**config.mk**
```make
export PLATFORM = sky130hd
export DESIGN_NAME = dpsm_top
export DESIGN_NICKNAME = d
export VERILOG_FILES = /design/src/hw/dpsm_pkg.sv /design/src/hw/dpsm_ref_check.sv /design/src/hw/dpsm_top.sv
export SDC_FILE = /design/constraint.sdc
export NUM_CORES = 1
export LEC_CHECK = 0
export ABC_AREA = 1
export BUFFER_PORTS_ARGS = -buffer_cell sky130_fd_sc_hd__buf_2
export CORE_UTILIZATION = 45
export CTS_CLUSTER_SIZE = 12
export DETAILED_ROUTE_END_ITERATION = 10
export GPL_ROUTABILITY_DRIVEN = 0
export PLACE_DENSITY = 0.69
export SYNTH_ARGS = -nofsm -noshare
export SYNTH_HDL_FRONTEND = slang
export SYNTH_HIERARCHICAL = 1
export SYNTH_SLANG_ARGS = --single-unit
```
**constraint.sdc**
```tcl
create_clock -name core_clk -period 1.8 [get_ports core_clk]
set_input_delay 0 -clock core_clk [delete_from_list [all_inputs] [get_ports core_clk]]
set_output_delay 0 -clock core_clk [all_outputs]
set_load 0.005 [all_outputs]
```
**src/hw/dpsm_pkg.sv**
```systemverilog
// Shared constants and types for the loop status and mode pin block.
package dpsm_pkg;

  // Clock and reset-hold timing.
  localparam int CLK_PERIOD_NS = 40;
  localparam int RESET_HOLD_NS = 3000000;
  localparam int RESET_HOLD_CYCLES =
    (RESET_HOLD_NS + CLK_PERIOD_NS - 1) / CLK_PERIOD_NS;
  localparam int HOLD_CNT_W = 17;

  // Register bus geometry.
  localparam int ADDR_W = 8;
  localparam int DATA_W = 32;

  // Register byte offsets.
  localparam logic [7:0] STATUS_OFS = 8'h00;
  localparam logic [7:0] EVENT_OFS = 8'h04;
  localparam logic [7:0] MASK_OFS = 8'h08;

  // Event and mask bit positions.
  localparam int EV_LOCK_CHG = 0;
  localparam int EV_HOLD_ENTRY = 1;
  localparam int EV_BAD0 = 2;
  localparam int EV_W = 5;
  localparam logic [4:0] MASK_RESET = 5'h00;

  // Live status field positions.
  localparam int ST_LOCK = 0;
  localparam int ST_HOLD = 1;
  localparam int ST_BAD0 = 2;
  localparam int ST_MODE0 = 5;
  localparam int ST_USE0 = 7;
  localparam int ST_HITLESS = 9;
  localparam int ST_READY = 10;

  // Number of monitored input references.
  localparam int NUM_REFS = 3;
  localparam int OFS_W = 16;

  // Out-of-range limits per target use code, in offset units.
  localparam logic [15:0] OOR_LIMIT_USE0 = 16'h0010;
  localparam logic [15:0] OOR_LIMIT_USE1 = 16'h0020;
  localparam logic [15:0] OOR_LIMIT_USE2 = 16'h0040;

  // Operating mode as decoded from the two mode pins.
  typedef enum logic [1:0] {
    DPSM_MODE_NORMAL,
    DPSM_MODE_HOLDOVER,
    DPSM_MODE_FREERUN,
    DPSM_MODE_AUTO
  } dpsm_mode_t;

  // Effective loop state seen by the status logic.
  typedef enum logic [1:0] {
    DPSM_ST_NORMAL,
    DPSM_ST_HOLDOVER,
    DPSM_ST_FREERUN
  } dpsm_state_t;

  // Control pins after synchronisation.
  typedef struct packed {
    logic [1:0] op_mode_code;
    logic [1:0] target_use_code;
    logic hitless_return_select;
  } dpsm_pins_t;

  // Status outputs before the tri-state stage.
  typedef struct packed {
    logic freq_lock;
    logic holdover;
    logic [2:0] bad;
  } dpsm_status_t;

endpackage

```
**src/hw/dpsm_ref_check.sv**
```systemverilog
// Failure detector for one input reference.
`timescale 1ns/1ps

module dpsm_ref_check (
  // Clock and reset.
  input wire logic core_clk,
  input wire logic reset,
  // Selected target use code, already synchronised.
  input wire logic [1:0] target_use_code,
  // Frequency offset measurement from the reference monitor.
  input wire logic offset_valid,
  input wire logic signed [15:0] offset,
  // Abrupt phase or frequency change seen by the monitor.
  input wire logic abrupt_change,
  // Registered failure flag.
  output logic bad_flag
);

  // Magnitude of the offset; the most negative value comes out as 16'h8000 unchanged.
  wire logic [15:0] offset_mag;
  // Limit picked by the target use code.
  wire logic [15:0] limit;
  // Offset beyond the limit on this measurement.
  wire logic over_range;
  // Last out-of-range verdict, held between measurements.
  logic out_of_range;
  // Flag value for the next edge.
  wire logic next_bad_flag;

  assign offset_mag = offset[15] ? 16'(-offset) : 16'(offset);

  // Use codes two and three share the widest window.
  assign limit = (target_use_code == 2'h0) ? dpsm_pkg::OOR_LIMIT_USE0 :
                 (target_use_code == 2'h1) ? dpsm_pkg::OOR_LIMIT_USE1 :
                 dpsm_pkg::OOR_LIMIT_USE2;

  assign over_range = (offset_mag > limit) || (offset == 16'sh8000);

  assign next_bad_flag = out_of_range || abrupt_change;

  // The verdict only moves on a new measurement; between them the flag moves only with abrupt_change.
  always_ff @(posedge core_clk) begin
    if (reset) begin
      out_of_range <= 1'b0;
    end else if (offset_valid) begin
      out_of_range <= over_range;
    end
  end

  always_ff @(posedge core_clk) begin
    if (reset) begin
      bad_flag <= 1'b0;
    end else begin
      bad_flag <= next_bad_flag;
    end
  end

endmodule

```
**src/hw/dpsm_top.sv**
```systemverilog
// Loop status outputs, mode pin decode and reference failure flags.
//
// Chosen here: the plain strobed port and the register addresses.
`timescale 1ns/1ps

module dpsm_top #(
  parameter int RESET_HOLD_CYCLES = dpsm_pkg::RESET_HOLD_CYCLES
) (
  // Clock and reset.
  input wire logic core_clk,
  input wire logic reset,
  // Control pins from the board controller.
  input wire logic op_mode_code_bit0,
  input wire logic op_mode_code_bit1,
  input wire logic target_use_code_bit0,
  input wire logic target_use_code_bit1,
  input wire logic hitless_return_select,
  // Loop core status, same clock.
  input wire logic loop_locked,
  input wire logic loop_lost_reference,
  input wire logic [1:0] active_ref,
  // Reference monitor measurements, same clock.
  input wire logic [2:0] ref_offset_valid,
  input wire logic [47:0] ref_offset,
  input wire logic [2:0] ref_abrupt_change,
  // Status pins, with an active-low drive enable per pin.
  output logic freq_lock_flag,
  output logic holdover_flag,
  output logic input0_bad_flag,
  output logic input1_bad_flag,
  output logic input2_bad_flag,
  output logic [4:0] status_oe_n,
  // Decoded mode and corrector commands to the loop core.
  output dpsm_pkg::dpsm_mode_t op_mode,
  output logic phase_offset_corrector_keep,
  output logic phase_offset_corrector_remeasure,
  // Register port.
  input wire logic [7:0] reg_addr,
  input wire logic [31:0] reg_wdata,
  input wire logic reg_write,
  input wire logic reg_read,
  output logic [31:0] reg_rdata,
  // Interrupt, high while an unmasked event is pending.
  output logic irq
);

  // Raw control pins gathered into one vector.
  wire logic [4:0] pins_raw;
  // Three synchroniser stages per pin.
  logic [4:0] sync1;
  logic [4:0] sync2;
  logic [4:0] sync3;
  // Accepted pin values once two stages agree.
  logic [4:0] pins_stable;
  wire dpsm_pkg::dpsm_pins_t pins;

  // Reset-hold counter and ready flag.
  logic [16:0] hold_cnt;
  logic ready;
  wire logic hold_done;

  // Effective loop state, its previous value and the previous reference.
  wire dpsm_pkg::dpsm_state_t next_state;
  dpsm_pkg::dpsm_state_t loop_state;
  logic [1:0] prev_ref;
  wire logic returning;

  // Status values before the tri-state stage.
  wire dpsm_pkg::dpsm_status_t next_status;
  dpsm_pkg::dpsm_status_t status;
  wire logic [2:0] bad_raw;

  // Event, mask and decode signals of the register port.
  logic [4:0] event_flags;
  logic [4:0] event_mask;
  wire logic [4:0] event_set;
  wire logic [4:0] event_clear;
  wire logic hit_status;
  wire logic hit_event;
  wire logic hit_mask;
  wire logic [31:0] status_word;
  wire logic [31:0] next_rdata;

  assign pins_raw = {op_mode_code_bit1, op_mode_code_bit0,
                     target_use_code_bit1, target_use_code_bit0,
                     hitless_return_select};

  // Pins arrive from another domain; each passes three flip-flops.
  always_ff @(posedge core_clk) begin
    if (reset) begin
      sync1 <= 5'h00;
      sync2 <= 5'h00;
      sync3 <= 5'h00;
    end else begin
      sync1 <= pins_raw;
      sync2 <= sync1;
      sync3 <= sync2;
    end
  end

  // A pin change counts once stages two and three agree.
  generate
    for (genvar i = 0; i < 5; i++) begin : g_pin
      always_ff @(posedge core_clk) begin
        if (reset) begin
          pins_stable[i] <= 1'b0;
        end else if (sync2[i] == sync3[i]) begin
          pins_stable[i] <= sync3[i];
        end
      end
    end
  endgenerate

  assign pins = dpsm_pkg::dpsm_pins_t'(pins_stable);

  assign op_mode = dpsm_pkg::dpsm_mode_t'(pins.op_mode_code);

  // Hold window after reset; a long count, shortened by the parameter.
  assign hold_done = (hold_cnt >= 17'(RESET_HOLD_CYCLES - 1));

  always_ff @(posedge core_clk) begin
    if (reset) begin
      hold_cnt <= 17'h00000;
      ready <= 1'b0;
    end else if (!ready) begin
      hold_cnt <= hold_cnt + 17'h00001;
      ready <= hold_done;
    end
  end

  // Forced modes win; normal and automatic fall back on the core.
  assign next_state =
    (op_mode == dpsm_pkg::DPSM_MODE_FREERUN) ? dpsm_pkg::DPSM_ST_FREERUN :
    (op_mode == dpsm_pkg::DPSM_MODE_HOLDOVER) ? dpsm_pkg::DPSM_ST_HOLDOVER :
    loop_lost_reference ? dpsm_pkg::DPSM_ST_HOLDOVER :
    dpsm_pkg::DPSM_ST_NORMAL;

  // Remember state and reference so a return can be recognised.
  always_ff @(posedge core_clk) begin
    if (reset) begin
      loop_state <= dpsm_pkg::DPSM_ST_FREERUN;
      prev_ref <= 2'h0;
    end else if (ready) begin
      loop_state <= next_state;
      prev_ref <= active_ref;
    end
  end

  // A return means leaving holdover or freerun on the same reference.
  assign returning = ready &&
    (loop_state != dpsm_pkg::DPSM_ST_NORMAL) &&
    (next_state == dpsm_pkg::DPSM_ST_NORMAL) &&
    (active_ref == prev_ref);

  // Corrector commands are one-cycle pulses on the return edge.
  always_ff @(posedge core_clk) begin
    if (reset) begin
      phase_offset_corrector_keep <= 1'b0;
      phase_offset_corrector_remeasure <= 1'b0;
    end else begin
      phase_offset_corrector_keep <=
        returning && !pins.hitless_return_select;
      phase_offset_corrector_remeasure <=
        returning && pins.hitless_return_select;
    end
  end

  // One failure detector per reference.
  generate
    for (genvar r = 0; r < dpsm_pkg::NUM_REFS; r++) begin : g_ref
      dpsm_ref_check u_check (
        .core_clk(core_clk),
        .reset(reset),
        .target_use_code(pins.target_use_code),
        .offset_valid(ref_offset_valid[r]),
        .offset(ref_offset[16*r +: 16]),
        .abrupt_change(ref_abrupt_change[r]),
        .bad_flag(bad_raw[r])
      );
    end
  endgenerate

  assign next_status.freq_lock = ready && loop_locked &&
    (next_state == dpsm_pkg::DPSM_ST_NORMAL);
  assign next_status.holdover = ready &&
    (next_state == dpsm_pkg::DPSM_ST_HOLDOVER);
  assign next_status.bad = ready ? bad_raw : 3'h0;

  always_ff @(posedge core_clk) begin
    if (reset) begin
      status <= '0;
    end else begin
      status <= next_status;
    end
  end

  assign freq_lock_flag = status.freq_lock;
  assign holdover_flag = status.holdover;
  assign input0_bad_flag = status.bad[0];
  assign input1_bad_flag = status.bad[1];
  assign input2_bad_flag = status.bad[2];

  always_ff @(posedge core_clk) begin
    if (reset) begin
      status_oe_n <= 5'h1F;
    end else begin
      status_oe_n <= ready ? 5'h00 : 5'h1F;
    end
  end

  // Events are status edges (any lock change, rising holdover and bad), so they need no extra state.
  assign event_set[dpsm_pkg::EV_LOCK_CHG] =
    next_status.freq_lock != status.freq_lock;
  assign event_set[dpsm_pkg::EV_HOLD_ENTRY] =
    next_status.holdover && !status.holdover;
  assign event_set[dpsm_pkg::EV_BAD0 +: 3] = next_status.bad & ~status.bad;

  // Address decode for the three words of the map.
  assign hit_status = (reg_addr == dpsm_pkg::STATUS_OFS);
  assign hit_event = (reg_addr == dpsm_pkg::EVENT_OFS);
  assign hit_mask = (reg_addr == dpsm_pkg::MASK_OFS);
  assign event_clear = (reg_write && hit_event) ? reg_wdata[4:0] : 5'h00;

  // Sticky events; a new event in the clearing cycle survives.
  always_ff @(posedge core_clk) begin
    if (reset) begin
      event_flags <= 5'h00;
    end else begin
      event_flags <= (event_flags & ~event_clear) | event_set;
    end
  end

  // The mask gates which events reach the interrupt line.
  always_ff @(posedge core_clk) begin
    if (reset) begin
      event_mask <= dpsm_pkg::MASK_RESET;
    end else if (reg_write && hit_mask) begin
      event_mask <= reg_wdata[4:0];
    end
  end

  assign irq = |(event_flags & event_mask);

  // Live view of the block for software.
  assign status_word = {21'h000000, ready, pins.hitless_return_select,
                        pins.target_use_code, pins.op_mode_code,
                        status.bad, status.holdover, status.freq_lock};

  // Unmapped addresses read as zero.
  assign next_rdata =
    !reg_read ? 32'h00000000 :
    hit_status ? status_word :
    hit_event ? {27'h0000000, event_flags} :
    hit_mask ? {27'h0000000, event_mask} :
    32'h00000000;

  // Read data stand in the cycle after the read strobe only.
  always_ff @(posedge core_clk) begin
    if (reset) begin
      reg_rdata <= 32'h00000000;
    end else begin
      reg_rdata <= next_rdata;
    end
  end

endmodule

```
# Yosys cells after proc, flatten, opt, wreduce, memory -nomap -nowiden
# Index checks and enable logic that the tools add are counted.
# classes
n_addsub	4
multipliers	0
div_mod_pow	0
order_cmp	4
n_eq_ne	16
shifts	0
mux	15
n_bitwise	7
reduce_logical	26
# ops
op	n
two-way mux 16 bit	4
== test 16 bit, second input constant	3
> comparator 16 bit	3
negator 16 bit	3
two-way mux 5 bit	4
adder 17 x 1 -> 17 bit, second input constant	1
>= comparator 17 bit, second input constant	1
logical AND 1 bit	11
two-way mux 11 bit	1
AND 5 bit	2
== test 8 x 3 -> 1 bit, second input constant	1
== test 8 x 4 -> 1 bit, second input constant	1
logical NOT 8 bit	1
two-way mux 7 bit	1
== test 2 x 1 -> 1 bit, second input constant	3
logical OR 1 bit	6
== test 1 bit	5
NOT 5 bit	1
bitwise OR 5 bit	1
OR reduction 5 bit	1
logical NOT 2 bit	2
OR reduction 4 bit	1
AND 3 bit	1
two-way mux 1 bit	3
10 further kinds	11
# word_totals
register_bits	102
latch_bits	0
ramBits	0
romBits	0
in_bits	107
out_inout_bits	47
word_cells	100
memories	0

# Longest topological paths before layout
# logic_depth
depth_word	7
mapped_depth	16
depth_no_buf	16

# Hierarchy
# The synthesis kept the hierarchy.
# modules_own_cells
module	n_inst	cells_per_inst	area_each_um2	seq_area_each_um2
dpsm_top	1	410	3045.4	1421.4
dpsm_ref_check	3	116	588.1	40.0

# Worst setup path after synthesis
# No wires, ideal clock.
# synth_timing
path_type	input -> register
startpoint	input ref_offset[15]
endpoint	register g_ref[0].u_check.out_of_range
setup_ps	109
arrival_time_ps	1487
required_ps	1691
slack_ps	204
path_stages	16
path_buffers	2
cell_sequence	clkbuf_2 -> buf_4 -> o21ai_0 -> xnor2_1 -> ha_1 -> nand2_1 -> nor2_1 -> nand3_1 -> nand2_1 -> nand2_1 -> nor2_1 -> nand3_1 -> nor2_1 -> nand3_1 -> nand2_1 -> inv_1
# synth_via
elab_chain_cells	4
elab_cells_between_ends	5
cone_classes	add/sub: 1; order compare: 1; eq/ne: 1; mux: 1; reduce/logical: 1
# synth_lines
element	line	source
start: declaration	dpsm_top.sv:24	input wire logic [47:0] ref_offset,
negator 16 bit	dpsm_ref_check.sv:30	assign offset_mag = offset[15] ? 16'(-offset) : 16'(offset);
two-way mux 16 bit	dpsm_ref_check.sv:30	
> comparator 16 bit	dpsm_ref_check.sv:37	assign over_range = (offset_mag > limit) || (offset == 16'sh8000);
logical OR 1 bit *	dpsm_ref_check.sv:37	
end signal: assignment	dpsm_ref_check.sv:46	out_of_range <= over_range;
end: declaration	dpsm_ref_check.sv:26	logic out_of_range;
# Every way passes the cells marked *; elsewhere a longest branch is shown, timed or not.
# A chain may end at the register's enable or synchronous reset.

# Worst setup path after layout
# layout_timing
startpoint	register pins_stable[2], in the netlist pins[2]
endpoint	register g_ref[0].u_check.out_of_range
# layout_via
elab_chain_cells	5
elab_cells_between_ends	6
cone_classes	order compare: 1; eq/ne: 1; mux: 2; reduce/logical: 2
# layout_lines
element	line	source
start: declaration	dpsm_top.sv:54	logic [4:0] pins_stable;
start signal: indexed assignment	dpsm_top.sv:108	pins_stable[i] <= sync3[i];
== test 2 x 1 -> 1 bit	dpsm_ref_check.sv:34	(target_use_code == 2'h1) ? dpsm_pkg::OOR_LIMIT_USE1 :
two-way mux 7 bit	dpsm_ref_check.sv:34	
two-way mux 16 bit *	dpsm_ref_check.sv:33	assign limit = (target_use_code == 2'h0) ? dpsm_pkg::OOR_LIMIT_USE0 :
> comparator 16 bit *	dpsm_ref_check.sv:37	
logical OR 1 bit *	dpsm_ref_check.sv:37	
# Marks and branches as above.

==> metrics.txt <==
Clock Path Buffers=2; Reg2Reg Setup Slack=~0.14 ns; WS Path Type=flop to flop; largest net degree at the start of global routing=30; Hold Path Class=input pin to flop; clock share of power=roughly 37%; DRC viols=0; Clock transition at path regs=~0.08 ns; Cell Pwr Density=619 mW/mm^2; share of post-route cells with drive strength above 1=roughly 22%; EDFF count, synth=0; crit share post-route=around 92%; Starting Density=a little under half; Comb power frac=between 10% and 20%; Mapped Area=between 0.004 and 0.005 sq mm; Final Routed Wirelength=between 10000 and 15000 um; H-tree depth=3; Min Clock Period, post-route=1.66 ns; Post-Syn Area per Cell=roughly 6.3 sq um; GRT overflow=0; count leader, synth=nand2_1; Yosys top cell area share=about 32%; post-synth cell types=33; die width=~110 um; worst-margin pin slew=~0.57 ns; TNS Setup=0 ns; HPWL after DPL=8260 um; required time of the critical path=just over 2 ns; ANT cells=0; max-cap violation count=0; Util after Layout=between 50% and 60%; gr usage total=19.8%; CP Max Fanout=7; prevailing post-synth register cell=dfxtp_1; Synth Instances=758; ANT nets after route=0; dpl cell area=between 0.005 and 0.006 sq mm; Yosys reg bits=77; # rows=37; Startpoint Class=flop; Synthesis Warnings=6; Final Skew=roughly 0.0057 ns; Die Ht=roughly 110 um; initial antenna violation count=0; critical path endpoint category=flop; number of global-route vias before repair=roughly 4300; Leakage=2.84 nW; Flop pwr share=a little under half; Synth area leader=dfxtp_1; Final Setup Violations=0; register area=~0.0015 sq mm; CP arrival=around 1.9 ns; global-route wire length before repair=~18000 um; maximum VDD drop=about 0.36 mV; Synth area leaders=dfxtp_1 (32%), nand2_1 (15%), nor2_1 (10%); status=finished, final reports clean; Seq/Total Area, Yosys=32.0%; TritonRoute pass-1 iters=4; Num CTS Buffers=9; Vias=slightly below 5000; port bufs=~110; wire per inst=slightly above 10 um; fraction of registers with async set or reset after synthesis=0%; NumNets Final=a little over 1000; Fillers=1022; fin. max-slew vios=0; finished layout cell area=0.00592 sq mm; synth-to-layout area growth=23.2%; CTS tree=yes; Synth top cells by count=nand2_1 (191), nor2_1 (130), inv_1 (102), dfxtp_1 (77), nand3_1 (56); worst skew pair latency=roughly 0.34 ns; number of I/O pins=between 150 and 200; area of the multi-input gates=about 0.0027 sq mm; sw power=around 0.99 mW; Switching Fraction=approximately 27%; placed insts=1000; RSZ-0062 raised after global routing=yes; vias per cell=4.65; fmax=roughly 600 MHz; cell-internal power=approximately 2.7 mW; initial DRC count=226; root buffer cell=clkbuf_8; clock tree sinks=between 70 and 80; Rel. slew slack=between 60% and 70%; post-route insts no fill=1035; Final Hold Viols=0; Core Region=between 0.01 and 0.015 sq mm; die area=approximately 0.011 sq mm
per-stage QoR:
step	setup slack, ns	power, mW	hold slack (ns)
floorplan	0.204	2.15	0.0724
global placement	-0.0147	2.30	0.202
detailed placement	-0.0544	2.31	0.210
CTS	0.0867	3.68	0.0261
global route	-0.0567	3.88	0.0413
finish	0.141	3.67	0.0313
path summary, 6_finish.rpt:
| check | cells after the start | end | startpoint |
|---|---|---|---|
| worst min-delay path | 2 | hold_cnt[0] | reset |
| worst max-delay path | 14 | g_ref[0].u_check/out_of_range | pins[2] |
| worst min register to register | 2 | sync2[4] | sync1[4] |
| worst max register to register | 14 | g_ref[0].u_check/out_of_range | pins[2] |
final cells by class:
| class | instances | area share, % |
|---|---|---|
| Multi-Input combinational cell | 558 | 46.2 |
| Sequential cell | 77 | 26.2 |
| Timing Repair Buffer | 144 | 14.6 |
| Inverter | 104 | 6.63 |
| Tap cell | 136 | 2.87 |
| Clock buffer | 10 | 2.32 |
| Clock inverter | 6 | 1.16 |
kinds of logic (layout without fill, tap and decap cells):
logic type | Yosys count | after routing | share of synthesized area, %
DFF | 77 | 77 | 32.0
adders and majority gates | 10 | 10 | 2.60
buffers and inverters | 143 | 264 | 14.0
other | 1 | 21 | 0.0780
and+or+nand+nor | 439 | 439 | 39.6
xor gates and xnor gates | 12 | 12 | 2.19
AOI/OAI and AO/OA | 76 | 76 | 9.55
registers in the layout, summed over array words and instances (netlist names):
signal,cells
loop_state,2
op_mode,2
holdover_flag,1
freq_lock_flag,1
phase_offset_corrector_keep,1
input2_bad_flag,1
event_mask,5
g_ref.u_check/out_of_range,3
ready,1
input0_bad_flag,1
sync1,5
g_ref.u_check/bad_flag,3
pins,3
sync3,5
input1_bad_flag,1
event_flags,5
reg_rdata,11
sync2,5
hold_cnt,17
prev_ref,2
status_oe_n,1
phase_offset_corrector_remeasure,1
worst max-delay path, cell delays in order, from the launching register on:
cell and delay, ns:
dfxtp_4 0.39, inv_1 0.08, nand2_1 0.05, ha_1 0.28, nand2_1 0.06, nor2_1 0.08
nand3_1 0.08, nand2_1 0.07, nand2_1 0.04, nor2_1 0.09, nand3_1 0.07, nor2_1 0.11
nand3_1 0.07, nand2_1 0.06, inv_1 0.03
timing repair:
item | in CTS | in global routing
hold endpoints to repair | 24 | 0
pin swaps | 0 | 8
setup endpoints to repair | 1 | 3
resized for setup | 2 | 15
setup buffers | 0 | 0
hold buffers | 19 | 0
layout by cell type (no fill, tap or decap), types with 4 or more instances in the layout:
cell and instances:
nand3_2 4, xnor2_1 4, ha_4 4, dlygate4sd3_1 19
nand3b_1 7, a211oi_1 6, nor3_1 7, ha_1 6
nand4_1 7, conb_1 21, xor2_1 8, clkbuf_8 10
o21ai_1 5, nor2_2 26, nand2_2 12, nor2_1 128
dfxtp_1 75, buf_2 105, nand3_1 56, a21oi_1 32
nand2_1 188, buf_4 20, o21ai_0 22, inv_1 100
power by group through the flow:
stage | logic [mW] | clock network, mW | registers [mW]
after floorplan | 0.365 | 0 | 1.78
after global placement | 0.519 | 0 | 1.79
final | 0.577 | 1.34 | 1.74
after detailed placement | 0.524 | 0 | 1.79
after CTS | 0.557 | 1.38 | 1.75
after global routing | 0.661 | 1.47 | 1.75
routing by layer:
layer,up-vias,global-route usage [%],wire [um]
met2,137,33.5,5020
met3,11,2.91,562
li1,2596,-,-
met1,2065,25.7,4930
met5,-,0,0
met4,0,6.84,142
Power figures use the tool's default switching activity.
